<file path="config.mk">
export PLATFORM = sky130hd
export DESIGN_NAME = t1c_timer_core
export DESIGN_NICKNAME = d
export VERILOG_FILES = /design/src/verilog/t1c_pkg.sv /design/src/verilog/t1c_timer_core.sv
export SDC_FILE = /design/constraint.sdc
export NUM_CORES = 1
export LEC_CHECK = 0
export BUFFER_PORTS_ARGS = -buffer_cell sky130_fd_sc_hd__clkbuf_2
export CAP_MARGIN = 40
export CORE_ASPECT_RATIO = 2
export CORE_MARGIN = 2
export CORE_UTILIZATION = 35
export DETAILED_ROUTE_END_ITERATION = 6
export MAX_ROUTING_LAYER = met4
export SLEW_MARGIN = 20
export SYNTH_ARGS = -nofsm -noshare
export SYNTH_HDL_FRONTEND = slang
export SYNTH_SLANG_ARGS = --single-unit
</file>
<file path="constraint.sdc">
create_clock -name ref_clk_i -period 3 [get_ports ref_clk_i]
set_input_delay 0.45 -clock ref_clk_i [delete_from_list [all_inputs] [get_ports ref_clk_i]]
set_output_delay 0.45 -clock ref_clk_i [all_outputs]
set_load 0.05 [all_outputs]
</file>
<file path="src/verilog/t1c_pkg.sv">
// Constants shared by the 16-bit timer/counter core.
// Assumes an APB master with 32-bit data and byte addresses.
package t1c_pkg;
	// Register byte offsets.
	localparam logic [7:0] OFF_COUNT_LOW  = 8'h00;
	localparam logic [7:0] OFF_COUNT_HIGH = 8'h04;
	localparam logic [7:0] OFF_FLAG       = 8'h08;
	localparam logic [7:0] OFF_ENABLE     = 8'h0c;
	localparam logic [7:0] OFF_CONTROL    = 8'h10;

	// Field positions in the control and flag registers.
	localparam int CTL_TIMER_ON = 0;
	localparam int CTL_CLK_SEL  = 1;
	localparam int CTL_SYNC_DIS = 2;
	localparam int CTL_OSC_EN   = 3;
	localparam int CTL_PS_LO    = 4;
	localparam int CTL_PS_HI    = 5;
	localparam int FLAG_BIT     = 0;

	// Values after power-on reset, and the count limits.
	localparam logic [5:0] CONTROL_RESET = 6'h00;
	localparam logic       FLAG_RESET    = 1'h0;
	localparam logic       ENABLE_RESET  = 1'h0;
	localparam logic [2:0] PSC_RESET     = 3'h0;
	localparam logic [15:0] COUNT_MAX    = 16'hffff;
	localparam logic [15:0] COUNT_ZERO   = 16'h0000;

	// Four oscillator periods make one instruction cycle.
	typedef enum logic [1:0] {
		T1C_PH_ONE   = 2'b00,
		T1C_PH_TWO   = 2'b01,
		T1C_PH_THREE = 2'b10,
		T1C_PH_FOUR  = 2'b11
	} t1c_phase_t;
endpackage : t1c_pkg

</file>
<file path="src/verilog/t1c_timer_core.sv">
// 16-bit timer/counter core with an APB register slave.
// Assumes ref_clk_i is the oscillator and the event inputs share its clock.
//
// Local design decision: the APB register port.
`timescale 1ns/10ps
// Behaviour
// - Sixteen-bit count in two writable bytes, counts up and wraps to zero.
// - Wrap of the count sets the overflow flag, bit 0 of flag register.
// - Interrupt output raised only while overflow enable bit 0 is set.
// - With clock select clear, count once per four oscillator periods.
// - Sync disable bit has no effect in internal clock mode.
// - Clock select set counts oscillator pin if enabled, else clock pin.
// - Counter runs only while the timer-on bit is set.
// - Either compare unit event clears the count.
// - Oscillator enable forces both port pins to inputs; legacy forces one.
// - Prescale field 11, 10, 01, 00 divides by 8, 4, 2, 1.
// - Sync disable clear synchronises external input; set does not.
// - Synchronisation sits after the prescaler driven by external edges.
// - Synchronised counting stops in sleep while the prescaler keeps going.
// - Prescaler output is sampled on phases two and four.
// - Synchronised increment lags the external edge.
// - Two upper control bits read as zero.
// - Implemented control bits are read/write and reset to zero.
// - Unsynchronised counting continues in sleep and can flag overflow.
// - Software count write wins over a compare reset.
// - Reset clears control, flag and enable; the count is never reset.
module t1c_timer_core
	import t1c_pkg::*;
#(
	parameter bit LEGACY_ONE_PIN = 1'b0
) (
	// Clock and power-on reset.
	input  wire logic        ref_clk_i,
	input  wire logic        rst_i,
	// APB slave.
	input  wire logic        psel_i,
	input  wire logic        penable_i,
	input  wire logic        pwrite_i,
	input  wire logic [7:0]  paddr_i,
	input  wire logic [31:0] pwdata_i,
	output logic      [31:0] prdata_o,
	output logic             pready_o,
	output logic             pslverr_o,
	// External clock pins.
	input  wire logic        ext_clock_pin_i,
	input  wire logic        osc_input_pin_i,
	// Port direction handling.
	input  wire logic [1:0]  port_c_direction_i,
	output logic      [1:0]  port_c_dir_eff_o,
	// System events.
	input  wire logic        sleep_i,
	input  wire logic        capcomp_unit_one_i,
	input  wire logic        capcomp_unit_two_i,
	output logic             irq_o
);

	t1c_phase_t  phase_reg;
	logic [5:0]  control_reg;
	logic [15:0] count_reg;
	logic        flag_reg;
	logic        enable_reg;
	logic [2:0]  sync_reg;
	logic        stable_reg;
	logic [2:0]  psc_reg;
	logic        psc_prev_reg;
	logic        samp_reg;
	logic        pready_reg;
	logic        pslverr_reg;
	logic [31:0] prdata_reg;
	logic [1:0]  dir_reg;
	logic        irq_reg;

	logic        timer_on;
	logic        clk_sel;
	logic        sync_dis;
	logic        osc_en;
	logic [1:0]  ps_sel;
	logic        ext_raw;
	logic        ext_rise;
	logic        psc_level;
	logic [2:0]  psc_mask;
	logic        int_tick;
	logic        int_inc;
	logic        sample_pt;
	logic        sync_rise;
	logic        async_rise;
	logic        cnt_inc;
	logic        special;
	logic        wr_en;
	logic        wr_low;
	logic        wr_high;
	logic        wr_count;
	logic        overflow_evt;
	logic        mapped;
	logic [31:0] rd_mux;

	assign timer_on = control_reg[CTL_TIMER_ON];
	assign clk_sel  = control_reg[CTL_CLK_SEL];
	assign sync_dis = control_reg[CTL_SYNC_DIS];
	assign osc_en   = control_reg[CTL_OSC_EN];
	assign ps_sel   = control_reg[CTL_PS_HI:CTL_PS_LO];

	// Quarter-rate phase sequencer for the instruction cycle.
	always_ff @(posedge ref_clk_i or posedge rst_i) begin
		if (rst_i) begin
			phase_reg <= T1C_PH_ONE;
		end else begin
			case (phase_reg)
				T1C_PH_ONE:   phase_reg <= T1C_PH_TWO;
				T1C_PH_TWO:   phase_reg <= T1C_PH_THREE;
				T1C_PH_THREE: phase_reg <= T1C_PH_FOUR;
				T1C_PH_FOUR:  phase_reg <= T1C_PH_ONE;
				default:      phase_reg <= T1C_PH_ONE;
			endcase
		end
	end

	// Select the external source before the pin synchroniser.
	assign ext_raw = osc_en ? osc_input_pin_i : ext_clock_pin_i;

	// Three-stage pin synchroniser; stage two and three must agree.
	always_ff @(posedge ref_clk_i or posedge rst_i) begin
		if (rst_i) begin
			sync_reg   <= 3'h0;
			stable_reg <= 1'h0;
		end else begin
			sync_reg <= {sync_reg[1:0], ext_raw};
			if (sync_reg[1] == sync_reg[2]) begin
				stable_reg <= sync_reg[2];
			end
		end
	end

	assign ext_rise = ~stable_reg & sync_reg[1] & sync_reg[2];
	assign int_tick = (phase_reg == T1C_PH_FOUR) & ~sleep_i;

	// Prescaler is driven straight by source edges; external edges also in sleep.
	always_ff @(posedge ref_clk_i or posedge rst_i) begin
		if (rst_i) begin
			psc_reg <= PSC_RESET;
		end else if (clk_sel ? ext_rise : int_tick) begin
			psc_reg <= psc_reg + 3'h1;
		end
	end

	// Prescaler output level and full-count mask per ratio.
	always_comb begin
		psc_level = stable_reg;
		psc_mask  = 3'h0;
		case (ps_sel)
			2'h0: begin
				psc_level = stable_reg;
				psc_mask  = 3'h0;
			end
			2'h1: begin
				psc_level = psc_reg[0];
				psc_mask  = 3'h1;
			end
			2'h2: begin
				psc_level = psc_reg[1];
				psc_mask  = 3'h3;
			end
			2'h3: begin
				psc_level = psc_reg[2];
				psc_mask  = 3'h7;
			end
			default: begin
				psc_level = stable_reg;
				psc_mask  = 3'h0;
			end
		endcase
	end

	// Internal mode never consults the sync disable bit.
	assign int_inc = int_tick & ((psc_reg & psc_mask) == psc_mask);

	// Sampling on phases two and four; the sampler halts in sleep.
	assign sample_pt = ((phase_reg == T1C_PH_TWO) |
		(phase_reg == T1C_PH_FOUR)) & ~sleep_i;
	assign sync_rise  = sample_pt & psc_level & ~samp_reg;
	assign async_rise = psc_level & ~psc_prev_reg;

	always_ff @(posedge ref_clk_i or posedge rst_i) begin
		if (rst_i) begin
			samp_reg     <= 1'h0;
			psc_prev_reg <= 1'h0;
		end else begin
			psc_prev_reg <= psc_level;
			if (sample_pt) begin
				samp_reg <= psc_level;
			end
		end
	end

	// Increment decision for the count pair.
	assign cnt_inc = timer_on & (clk_sel ?
		(sync_dis ? async_rise : sync_rise) : int_inc);
	assign special = capcomp_unit_one_i | capcomp_unit_two_i;

	// APB write strobes in the access phase.
	assign wr_en    = psel_i & penable_i & pwrite_i & pready_reg;
	assign wr_low   = wr_en & (paddr_i == OFF_COUNT_LOW);
	assign wr_high  = wr_en & (paddr_i == OFF_COUNT_HIGH);
	assign wr_count = wr_low | wr_high;

	// Count pair has no power-on reset; while rst_i is high only a compare event can change it.
	always_ff @(posedge ref_clk_i) begin
		if (wr_count) begin
			if (wr_low) begin
				count_reg[7:0] <= pwdata_i[7:0];
			end
			if (wr_high) begin
				count_reg[15:8] <= pwdata_i[7:0];
			end
		end else if (special) begin
			count_reg <= COUNT_ZERO;
		end else if (cnt_inc) begin
			count_reg <= count_reg + 16'h0001;
		end
	end

	assign overflow_evt = cnt_inc & ~wr_count & ~special &
		(count_reg == COUNT_MAX);

	// Control, flag and enable registers; set wins over a clear.
	always_ff @(posedge ref_clk_i or posedge rst_i) begin
		if (rst_i) begin
			control_reg <= CONTROL_RESET;
			flag_reg    <= FLAG_RESET;
			enable_reg  <= ENABLE_RESET;
		end else begin
			if (wr_en & (paddr_i == OFF_CONTROL)) begin
				control_reg <= pwdata_i[5:0];
			end
			if (overflow_evt) begin
				flag_reg <= 1'h1;
			end else if (wr_en & (paddr_i == OFF_FLAG)) begin
				flag_reg <= pwdata_i[FLAG_BIT];
			end
			if (wr_en & (paddr_i == OFF_ENABLE)) begin
				enable_reg <= pwdata_i[FLAG_BIT];
			end
		end
	end

	// Masked interrupt and forced pin directions.
	always_ff @(posedge ref_clk_i or posedge rst_i) begin
		if (rst_i) begin
			irq_reg <= 1'h0;
			dir_reg <= 2'h3;
		end else begin
			irq_reg <= flag_reg & enable_reg;
			if (osc_en) begin
				dir_reg <= LEGACY_ONE_PIN ?
					{1'h1, port_c_direction_i[0]} : 2'h3;
			end else begin
				dir_reg <= port_c_direction_i;
			end
		end
	end

	// Read multiplexer; upper control bits read as zero.
	always_comb begin
		mapped = 1'h1;
		rd_mux = 32'h0;
		case (paddr_i)
			OFF_COUNT_LOW:  rd_mux = {24'h0, count_reg[7:0]};
			OFF_COUNT_HIGH: rd_mux = {24'h0, count_reg[15:8]};
			OFF_FLAG:       rd_mux = {31'h0, flag_reg};
			OFF_ENABLE:     rd_mux = {31'h0, enable_reg};
			OFF_CONTROL:    rd_mux = {26'h0, control_reg};
			default:        mapped = 1'h0;
		endcase
	end

	// Zero-wait APB answer prepared in the setup cycle.
	always_ff @(posedge ref_clk_i or posedge rst_i) begin
		if (rst_i) begin
			pready_reg  <= 1'h0;
			pslverr_reg <= 1'h0;
			prdata_reg  <= 32'h0;
		end else if (psel_i & ~penable_i) begin
			pready_reg  <= 1'h1;
			pslverr_reg <= ~mapped;
			prdata_reg  <= pwrite_i ? 32'h0 : rd_mux;
		end else begin
			pready_reg  <= 1'h0;
			pslverr_reg <= 1'h0;
		end
	end

	assign prdata_o         = prdata_reg;
	assign pready_o         = pready_reg;
	assign pslverr_o        = pslverr_reg;
	assign port_c_dir_eff_o = dir_reg;
	assign irq_o            = irq_reg;
endmodule : t1c_timer_core
</file>
Word level (Yosys, flattened, before mapping). Index checks and enable logic that the tools add are counted.

Add/subtract/negate cells: 2. Eq/ne operators: 15. Mux-type cells: 20. Bitwise logic cells: 34. Reductions and logical operators: 8.

Operator list (count): two-way mux 16 bit (3); one-hot mux 8 bit (5 select lines) (1); two-way mux 32 bit (1); AND 1 bit (22); adder 16 x 1 -> 16 bit, second input constant (1); == test 16 bit, second input constant (1); == test 8 x 4 -> 1 bit, second input constant (2); two-way mux 8 bit (2); one-hot mux 3 bit (4 select lines) (1); two-way mux 1 bit (9); == test 2 bit, second input constant (4); == test 8 x 3 -> 1 bit, second input constant (1); == test 8 x 5 -> 1 bit, second input constant (1); logical NOT 8 bit (1); NOT 1 bit (8); one-hot mux 2 bit (4 select lines) (1); OR reduction 5 bit (1); == test 2 x 1 -> 1 bit, second input constant (2); logical NOT 2 bit (2); inequality test 2 bit, second input constant (2); one-hot mux 1 bit (4 select lines) (1); AND reduction 2 bit (2); adder 3 x 1 -> 3 bit, second input constant (1); AND 3 bit (1); 6 further kinds (8).

Register bits: 72. Input bits: 52. Output and inout port bits: 37. Word-level logic and storage cells: 95.

Logic depth before layout (Yosys ltp). Gate-level depths: netlist (run 1).

Depth in word-level cells: 12. Mapped depth: 7. Mapped depth without buffers: 7.

Worst setup path after synthesis (run 1). No wires, ideal clock.

Path type: reg2reg. From: register pready_reg, in the netlist pready_o. To: register count_reg[0], enable pin. Setup time: 0.375 ns. Data arrival time: 1.880 ns. Required time: 2.625 ns. Setup slack: 0.745 ns. Cell stages (with the launch flop): 7. Path buffers: 1. Clock period less this slack: 2.255 ns. Cells stage by stage: dfrtp_1 > nand4_1 > and4bb_4 > or3_1 > buf_6 > a21oi_1 > a21oi_1.

Longest elaborated chain between the ends: 5. Elaborated cells on any way between the ends: 7. Those cells by class: 1 x eq/ne; 4 x bitwise; 2 x reduce/logical.

RTL lines: start: declaration (RTL line t1c_timer_core.sv:67) `logic pready_reg;`; start signal: assignment (RTL line t1c_timer_core.sv:279) `pready_reg <= 1'h0;`; start signal: assignment (RTL line t1c_timer_core.sv:283) `pready_reg <= 1'h1;`; start signal: assignment (RTL line t1c_timer_core.sv:287) `pready_reg <= 1'h0;`; AND 1 bit (*) (RTL line t1c_timer_core.sv:201) `assign wr_en = psel_i & penable_i & pwrite_i & pready_reg;`; AND 1 bit (on tied branches) (RTL line t1c_timer_core.sv:202, t1c_timer_core.sv:203); bitwise OR 1 bit (RTL line t1c_timer_core.sv:204) `assign wr_count = wr_low | wr_high;`; inequality test 2 bit (no source line) / nonzero test 3 bit (equally long branches); AND reduction 2 bit (no source line) (*); end signal: assignment (RTL line t1c_timer_core.sv:210) `count_reg[7:0] <= pwdata_i[7:0];`; end signal: assignment (RTL line t1c_timer_core.sv:218) `count_reg <= count_reg + 16'h0001;`; end: declaration (RTL line t1c_timer_core.sv:59) `logic [15:0] count_reg;`.

Every way passes the cells marked *; elsewhere a longest branch is shown, timed or not. A chain may end at the register's enable or synchronous reset.

Worst setup path in the final report (run 1).
From: register phase_reg[1]. To: register count_reg[2], enable pin.

Longest elaborated chain between the ends: 10. Elaborated cells on any way between the ends: 13. Those cells by class: 2 x eq/ne; 2 x mux; 7 x bitwise; 2 x reduce/logical.

RTL lines: start: declaration (RTL line t1c_timer_core.sv:57) `t1c_phase_t phase_reg;`; start signal: assignment (RTL line t1c_timer_core.sv:106) `phase_reg <= T1C_PH_ONE;`; start signal: assignment (RTL line t1c_timer_core.sv:109) `T1C_PH_ONE: phase_reg <= T1C_PH_TWO;`; start signal: assignment (RTL line t1c_timer_core.sv:110) `T1C_PH_TWO: phase_reg <= T1C_PH_THREE;`; == test 2 x 1 -> 1 bit / == test 2 bit (equally long branches) (RTL line t1c_timer_core.sv:178, t1c_timer_core.sv:135, t1c_timer_core.sv:179); bitwise OR 1 bit (RTL line t1c_timer_core.sv:178) `assign sample_pt = ((phase_reg == T1C_PH_TWO) |`; AND 1 bit (RTL line t1c_timer_core.sv:179) `(phase_reg == T1C_PH_FOUR)) & ~sleep_i;`; AND 1 bit (2 in series) (RTL line t1c_timer_core.sv:180) `assign sync_rise = sample_pt & psc_level & ~samp_reg;`; two-way mux 1 bit (RTL line t1c_timer_core.sv:197) `(sync_dis ? async_rise : sync_rise) : int_inc);`; two-way mux 1 bit (*) (RTL line t1c_timer_core.sv:196) `assign cnt_inc = timer_on & (clk_sel ?`; AND 1 bit (*) (RTL line t1c_timer_core.sv:196); nonzero test 3 bit (no source line) (*); AND reduction 2 bit (no source line) (*).

Marks and branches as above.

==> results of run 1 <==
## per-stage QoR
step | cell area [um2] | hold WS, ps | std cells | power [mW]
after floorplan | 2791 | 331.2 | 266 | 0.9729
after global placement | 2903 | 335.4 | 373 | 1.002
after detailed placement | 2910 | 350.8 | 374 | 1.011
after CTS | 3077 | 213.0 | 382 | 1.654
after global routing | 3082 | 249.8 | 383 | 1.705
final | 3082 | 202.7 | 383 | 1.630
## worst max-delay path by stage
stage	from	to	slack, ps	cells past startpoint
final	phase_reg[1]	count_reg[2]	700	7
after global routing	phase_reg[0]	count_reg[2]	480	7
after CTS	phase_reg[1]	count_reg[13]	380	6
after detailed placement	phase_reg[1]	count_reg[13]	390	6
after global placement	phase_reg[0]	count_reg[4]	370	6
after floorplan	pready_o	count_reg[0]	750	6
## routing by layer
layer	share of wire	wire, um
met5	0	0
met4	0.027	152
met3	0.032	182
met2	0.58	3257
met1	0.36	2046
## where the power goes
| part | switching [mW] | internal, mW | leakage (nW) |
|---|---|---|---|
| registers | 0.0467 | 0.726 | 0.591 |
| logic | 0.151 | 0.0718 | 0.709 |
| clock network | 0.243 | 0.392 | 0.0841 |
| total | 0.440 | 1.19 | 1.38 |
## Yosys cell counts, types with 3 or more instances
master	instances
a21oi_1	5
a22o_1	5
buf_4	24
dfrtp_1	30
edfxtp_1	16
ha_1	6
inv_1	9
mux2_1	6
mux2_2	4
mux2i_1	8
nand2_1	23
nand2b_1	3
nand3_1	8
nand4_1	5
nor2_1	7
nor3_1	4
o21ai_0	12
o21ai_1	3
o21ai_2	10
or2_2	3
xnor2_1	11
xor2_1	5
## kinds of logic (layout without fill, tap and decap cells)
kind of cell / count (synthesis) / count (layout)
multiplexers: 20 / 20
other: 1 / 24
XOR/XNOR: 16 / 16
adder cells (fa/ha/maj): 7 / 7
AO/OA/AOI/OAI: 41 / 41
flip-flops: 48 / 48
buffers and inverters: 39 / 62
AND/OR/NAND/NOR: 71 / 71
## worst reg2reg max path: stages (launching register included)
cell and delay, ps:
dfrtp_1 380, ha_1 170, or3b_2 460, a21oi_1 150, a32o_1 220, a21oi_1 110, a21oi_1 280, buf_4 240
## layout make-up
cell class,instances,area (um2)
fillers,762,4463
inverters,9,33.78
flip-flops and latches,48,1284
multi-input cells,179,1245
well taps,94,117.6
clock buffers,5,125.1
clock inverters,3,41.29
repair buffers,45,235.2
==> flow_summary.yaml, run 1 <==
status:
  status: "finished clean"
synth:
  synth-compound-area-share: 0.1101
  synthSimpleGateAreaFrac: 0.1443
  ys_async_sr_fraction: 0.6667
  synth_area_per_cell_um2: 11.13
  synth_edf_count: 16
  synthFlopType: "dfrtp_1"
  synth_top_cell_area_share: 0.2775
  synthAdderAreaFrac: 0.03145
  synth_seq_area_share: 0.4746
  synth_cell_types: 51
  syn_inst: 243
  synthesis.area_mm2: 0.002705
  muxShareOfSynthArea: 0.08927
  synth_top_family_by_area: "simple AND/OR/NAND/NOR gates"
  ys_ff_latch: 48
  yosys.area.top_type: "dfrtp_1"
  synthTopCellsByArea: "dfrtp_1 28%, edfxtp_1 18%, buf_4 6.7%, xnor2_1 3.6%, o21ai_2 3.2%"
  yosys_warnings: 0
  synth_xor_area_frac: 0.05180
global_routing:
  grt.busiest_layer: "met2"
  overflow: 0
  use_met2: 0.2735
  gr-usage-met1: 0.1531
  grt_max_degree: 33
  grt_pass1_wl_um: 9177
  antenna_found_initial: 0
  grt.total_usage: 0.1506
  met3_usage: 0.01836
  grt_pass1_vias: 1852
critical_path:
  cp_common_cell: "a21oi_1"
  crit_type: "reg -> reg"
  rr_startpoint: "phase_reg[1]"
  path_max_fanout: 6
  r2r.worst_path.cells: 7
  crit_family: "compound AO/OA/AOI/OAI gates"
  rrSetupSlack_ps: 700
  cp_slowest_cell: "or3b_2"
  crit_arrival_ps: 2310
  cp-end-kind: "flip-flop"
  r2r_end: "count_reg[2]"
  cp_slowest_stage_delay_ps: 460
  required_ps: 3000
  critPathLaunchType: "flip-flop"
  cp_num_buf_inv: 1
  worstPathCellList: "ha_1 > or3b_2 > a21oi_1 > a32o_1 > a21oi_1 > a21oi_1 > buf_4"
cells_and_area:
  layout-drive-gt1-share: 0.2768
  mostFrequentLayoutCells: "40 x clkbuf_2, 30 x dfrtp_1, 24 x conb_1"
  final_common_cell: "clkbuf_2"
  area_growth_pct: 13.92
  final_nets: 346
  largest_reg_flops: 16
  utilization: 0.4085
  diodes: 0
sta:
  slew_violations: 0
  rsz0062_at_grt: "false"
  relSlewSlack: 0.6503
  tightest_slew_ps: 524.5
  finalSetupViolCount: 0
  layout_min_cycle_time_ps: 2304
  fin_tns_setup_ps: 0
  fmax_mhz: 434.1
  finalHoldViolCount: 0
  skew_ps: 4.308
  layout_setup_ws_ps: 696.3
  period_share: 0.7679
clocking:
  cts_hold_buf: 0
  insertion_delay_ps: 290
  htreeDepth: 2
  cts_root_buf: "clkbuf_16"
  post_cts_buffers: 0
  cts_buffers: 5
  cts.sinks: 48
  cts_tree: "done"
  clk_pin_slew_worst_paths_ps: 60
  cts_max_path_buffers: 2
  post_cts_resized: 0
placed_design:
  dp_hpwl_um: 4470
  place_congestion: 0.7966
  post-place-ws_ps: 387.1
  io_buffers: 40
routing:
  wl_um: 5638
  drt_pass1_iterations: 4
  drc: 0
  vias_per_cell: 4.862
  vias: 1862
  drt-initial-drc-count: 80
  ant_nets: 0
  post_drt_wl_per_cell_um: 14.72
pwr:
  ir_worst_vdd_uv: 268.6
  cellPowerDensity_mw_per_mm2: 528.9
  p_leak_nw: 1.384
die:
  die-area_mm2: 0.008491
  die_y_um: 128.3
  start_util: 0.3585
  ios: 89
  core-area_mm2: 0.007545
  die_width_um: 66.17
  row_count: 45
min_path:
  holdCritPathClass: "in -> async"
run:
  drv_cap: 0
No activity file was read; power rests on OpenSTA's default activity.
==> run 2, diff against run 1 <==
ABC_AREA = 1   (was unset)
clock period = 2.3 ns   (was 3 ns; I/O delays follow)
==> run 2 against run 1 <==
First-iteration DRC count increased by 26%. Largest cell class is now multi-input gates. Clock power increased by 27%. Cell count increased by 26%. Global-route usage increased by 1.7 points. Combinational power increased by 30%. Critical path type unchanged. Maximum frequency increased by 12%. Die area increased by 9.0%.
==> flow_summary.yaml, run 2 <==
clocking:
  insertion_delay_ps: 290
  cts.sinks: 48
  cts_hold_buf: 0
  clk_pin_slew_worst_paths_ps: 70
  cts_tree: "done"
  post_cts_resized: 0
  htreeDepth: 2
  cts_root_buf: "clkbuf_16"
  post_cts_buffers: 0
  cts_buffers: 5
  cts_max_path_buffers: 2
routing:
  wl_um: 7028
  ant_nets: 0
  drt-initial-drc-count: 101
  post_drt_wl_per_cell_um: 14.61
  drt_pass1_iterations: 4
  vias: 2309
  vias_per_cell: 4.800
  drc: 0
synth:
  syn_inst: 335
  synthesis.area_mm2: 0.002962
  synth_cell_types: 44
  yosys.area.top_type: "dfrtp_1"
  synth_top_cell_area_share: 0.2535
  synthTopCellsByArea: "dfrtp_1 25%, edfxtp_1 16%, nand2_1 11%, buf_4 6.1%, inv_1 4.3%"
  synthFlopType: "dfrtp_1"
  yosys_warnings: 0
  ys_async_sr_fraction: 0.6667
  ys_top_cells_by_count: "90 x nand2_1, 34 x inv_1, 30 x dfrtp_1"
  synth_seq_area_share: 0.4335
  synth_area_per_cell_um2: 8.841
  yosysMostFrequentCell: "nand2_1"
  ys_ff_latch: 48
  synth_edf_count: 16
global_routing:
  grt_pass1_wl_um: 11700
  grt_max_degree: 33
  antenna_found_initial: 0
  use_met2: 0.3301
  gr-usage-met1: 0.1487
  overflow: 0
  met3_usage: 0.02705
  grt.total_usage: 0.1674
  grt.busiest_layer: "met2"
  grt_pass1_vias: 2348
sta:
  finalSetupViolCount: 0
  fin_tns_setup_ps: 0
  finalHoldViolCount: 0
  hold_slack_ps: 103.0
  period_share: 0.8939
  slew_violations: 0
  layout_min_cycle_time_ps: 2056
  skew_ps: 3.299
  rsz0062_at_grt: "false"
  fmax_mhz: 486.4
placed_design:
  placed_cell_area_mm2: 0.003191
  place_congestion: 0.8786
  dp_hpwl_um: 5744
  dp_cells: 473
  io_buffers: 40
cells_and_area:
  diodes: 0
  final_nets: 440
  area_growth_pct: 13.35
  final_area_mm2: 0.003357
  largest_reg_flops: 16
  layout-drive-gt1-share: 0.2872
  final_cell_count_no_fill: 481
  mostFrequentLayoutCells: "90 x nand2_1, 40 x clkbuf_2, 34 x inv_1"
  final_common_cell: "nand2_1"
  fillCellCount: 867
die:
  die_width_um: 69.05
  core-area_mm2: 0.008233
  start_util: 0.3597
  die-area_mm2: 0.009258
  ios: 89
  row_count: 47
  die_y_um: 134.1
run:
  drv_cap: 0
pwr:
  ir_worst_vdd_uv: 396.4
  cellPowerDensity_mw_per_mm2: 622.5
  p_leak_nw: 1.627
  p_total_mw: 2.090
critical_path:
  required_ps: 2250
  r2r.worst_path.cells: 8
  crit_type: "reg -> reg"
  critPathLaunchType: "flip-flop"
  crit_arrival_ps: 2000
  path_max_fanout: 8
  cp-end-kind: "flip-flop"
status:
  status: "finished clean"
min_path:
  holdCritPathClass: "in -> async"
-- run 2: cell types whose count changed in the layout (fill, tap and decap cells not counted), sizes merged, moves of 3 or more --
cell | previous run | this run
inv | 10 | 45
o211ai | 0 | 4
mux2i | 8 | 0
nand2b | 3 | 0
o22ai | 0 | 5
xnor2 | 11 | 1
nor2 | 8 | 20
a22o | 5 | 0
nand3 | 8 | 22
mux2 | 10 | 1
nand2 | 23 | 96
-- run 2: cell families (layout without fill, tap and decap cells) --
kind of cell	count (synthesis)	after routing	synth area share
AO/OA/AOI/OAI	45	45	0.1086
XOR/XNOR	6	6	0.01774
adder cells (fa/ha/maj)	6	6	0.02535
buffers and inverters	70	95	0.1251
flip-flops	48	48	0.4335
multiplexers	1	1	0.005068
other	1	24	0.001266
AND/OR/NAND/NOR	158	158	0.2835
-- run 2: per-stage QoR --
| step | setup slack, ps | util |
|---|---|---|
| 2_1_floorplan | 392.8 | - |
| 4_1_cts | 157.0 | 0.4078 |
| 6_report | 244.1 | 0.4078 |
| 5_1_grt | 21.61 | 0.4078 |
| 3_5_place_dp | 159.5 | 0.3875 |
| 3_3_place_gp | 198.3 | 0.3875 |
-- run 2: worst max-delay path, stage by stage, from the launching register on --
cell	delay (ps)
dfrtp_1	380
ha_1	180
nor3b_1	310
o2111ai_1	190
nand2_1	120
nand2_1	80
nand2_1	80
nand2_2	50
nand2_1	330
-- run 2: worst paths after layout --
check	start	endpoint	slack, ps
worst min register to register	sync_reg[0]	sync_reg[1]	360
min in group ref_clk_i	port_c_direction_i[0]	port_c_dir_eff_o[0]	230
worst max register to register	phase_reg[0]	count_reg[12]	240
max in group asynchronous	rst_i	port_c_dir_eff_o[1]	1880
worst min-delay path	rst_i	prdata_o[1]	100
worst max-delay path	phase_reg[0]	count_reg[12]	240
-- run 2: final cells by class --
cell class | instances | area [um2] | area share
multi-input cells | 240 | 1394 | 0.4152
flip-flops and latches | 48 | 1284 | 0.3824
repair buffers | 43 | 222.7 | 0.06634
inverters | 44 | 167.7 | 0.04994
clock buffers | 6 | 150.1 | 0.04473
well taps | 98 | 122.6 | 0.03653
clock inverters | 2 | 16.27 | 0.004845
-- run 2: report_power, final --
group | total [mW] | switching [mW] | internal (mW) | leakage [nW]
clock | 0.807 | 0.334 | 0.473 | 0.0786
combinational | 0.290 | 0.220 | 0.0694 | 0.964
sequential | 0.993 | 0.0500 | 0.943 | 0.585
-- run 2: metal layers --
metal  wire length (um)  part of all wire
met5                  0                 0
met4                231             0.033
met3                212             0.030
met2               4235              0.60
met1               2348              0.33
==> run 3, diff against run 2 <==
BUFFER_PORTS_ARGS = unset   (was -buffer_cell sky130_fd_sc_hd__clkbuf_2)
CTS_CLUSTER_DIAMETER = 50   (was unset)
DONT_BUFFER_PORTS = 1   (was unset)
==> run 3 against run 2 <==
First-iteration DRC count is 22% higher. Clock power fell by 4.2%. Sequential power rose by 0.5%. Non-clock buffer count down 40. Critical path type unchanged. Setup slack better by 12 ps. Die area is the same. Combinational power down 11%. Global-route usage decreased by 0.64 points. Routed wire length down 0.98%. Final area decreased by 6.3%. Largest cell class unchanged. Flip-flop and latch count unchanged. Largest power group unchanged.
==> flow_summary.yaml, run 3 (synthesis gave the netlist of run 2 again) <==
sta:
  slew_violations: 0
  fmax_mhz: 489.2
  period_share: 0.8887
  layout_min_cycle_time_ps: 2044
  hold_slack_ps: 14.92
  fin_tns_setup_ps: 0
  finalHoldViolCount: 0
  skew_ps: 7.237
  finalSetupViolCount: 0
  rsz0062_at_grt: "false"
global_routing:
  overflow: 0
  grt_pass1_vias: 2207
  grt_max_degree: 33
  antenna_found_initial: 0
  grt_pass1_wl_um: 11050
  grt.total_usage: 0.1610
pwr:
  p_leak_nw: 1.457
  cellPowerDensity_mw_per_mm2: 644.1
  p_total_mw: 2.027
  ir_worst_vdd_uv: 405.6
die:
  row_count: 47
  ios: 89
  core-area_mm2: 0.008233
  die_width_um: 69.05
  start_util: 0.3597
  die_y_um: 134.1
  die-area_mm2: 0.009258
routing:
  drt-initial-drc-count: 123
  ant_nets: 0
  wl_um: 6959
  vias_per_cell: 4.993
  post_drt_wl_per_cell_um: 15.78
  met1_length_um: 2174
  vias: 2202
  drt_pass1_iterations: 4
  wl_met2_um: 4112
  wl_met3_um: 244
  drc: 0
  top_layer_used: "met4"
clocking:
  cts.sinks: 48
  cts_buffers: 5
  post_cts_resized: 0
  htreeDepth: 2
  post_cts_buffers: 0
  cts_max_path_buffers: 2
  clk_pin_slew_worst_paths_ps: 70
  cts_tree: "done"
  cts_root_buf: "clkbuf_16"
  cts_hold_buf: 0
  insertion_delay_ps: 300
cells_and_area:
  utilization: 0.3822
  largest_reg_flops: 16
  diodes: 0
  final_area_mm2: 0.003147
  mostFrequentLayoutCells: "90 x nand2_1, 34 x inv_1, 30 x dfrtp_1"
  final_nets: 400
  area_growth_pct: 6.253
  layout-drive-gt1-share: 0.2012
  fillCellCount: 870
  final_common_cell: "nand2_1"
min_path:
  holdCritPathClass: "in -> async"
critical_path:
  crit_arrival_ps: 1990
  r2r.worst_path.cells: 12
  path_max_fanout: 8
  rrSetupSlack_ps: 260
  critPathLaunchType: "flip-flop"
  crit_type: "reg -> reg"
  critical_path.startpoint: "phase_reg[1]"
  cp-end-kind: "flip-flop"
  r2r_end: "count_reg[10]"
  rr_startpoint: "phase_reg[1]"
  required_ps: 2250
placed_design:
  place_congestion: 0.8901
  io_buffers: 0
  placed_cell_area_mm2: 0.002990
  dp_hpwl_um: 5732
run:
  drv_cap: 0
status:
  status: "finished clean"
-- run 3: cell types whose count changed in the layout (fill, tap and decap cells not counted), sizes merged --
cell	change
clkbuf	-38
clkinvlp	-1
inv	-1
-- run 3: layout make-up --
class	instances	area, um2	share of cell area
clock buffers	8	156.4	0.04970
inverters	44	167.7	0.05328
multi-input cells	240	1394	0.4429
flip-flops and latches	48	1284	0.4080
well taps	98	122.6	0.03897
repair buffers	3	22.52	0.007157
-- run 3: how the worst max path moves through the flow --
stage / endpoint / slack (ps)
6_report: count_reg[10] / 260
5_1_grt: count_reg[10] / 100
4_1_cts: count_reg[10] / 190
3_5_place_dp: count_reg[12] / 200
3_3_place_gp: count_reg[12] / 240
2_1_floorplan: count_reg[0] / 390
-- run 3: metal layers --
metal | global-route usage | up-vias
li1 | - | 1060
met3 | 0.02554 | 22
met5 | - | -
met1 | 0.1357 | 1061
met4 | 0.1100 | 0
met2 | 0.3104 | 59
-- run 3: per-stage QoR --
stage | setup slack [ps] | instances
after floorplan | 392.8 | 358
after global placement | 242.0 | 433
after detailed placement | 195.5 | 433
after CTS | 192.0 | 441
after global routing | 100.5 | 441
final | 256.0 | 441
-- run 3: power by group --
part,switching [mW],internal (mW)
sequential,0.0539,0.944
combinational,0.203,0.0537
clock,0.309,0.463
-- run 3: critical path, cell delays in order (launching register included) --
cell,delay [ps]
dfrtp_1,400
inv_1,90
ha_1,140
nor2_1,40
nor2_1,170
nand4_1,120
nand2_1,60
nand2_1,50
nand2_1,80
nand2_1,90
nand2_1,80
nand2_2,50
nand2_1,330
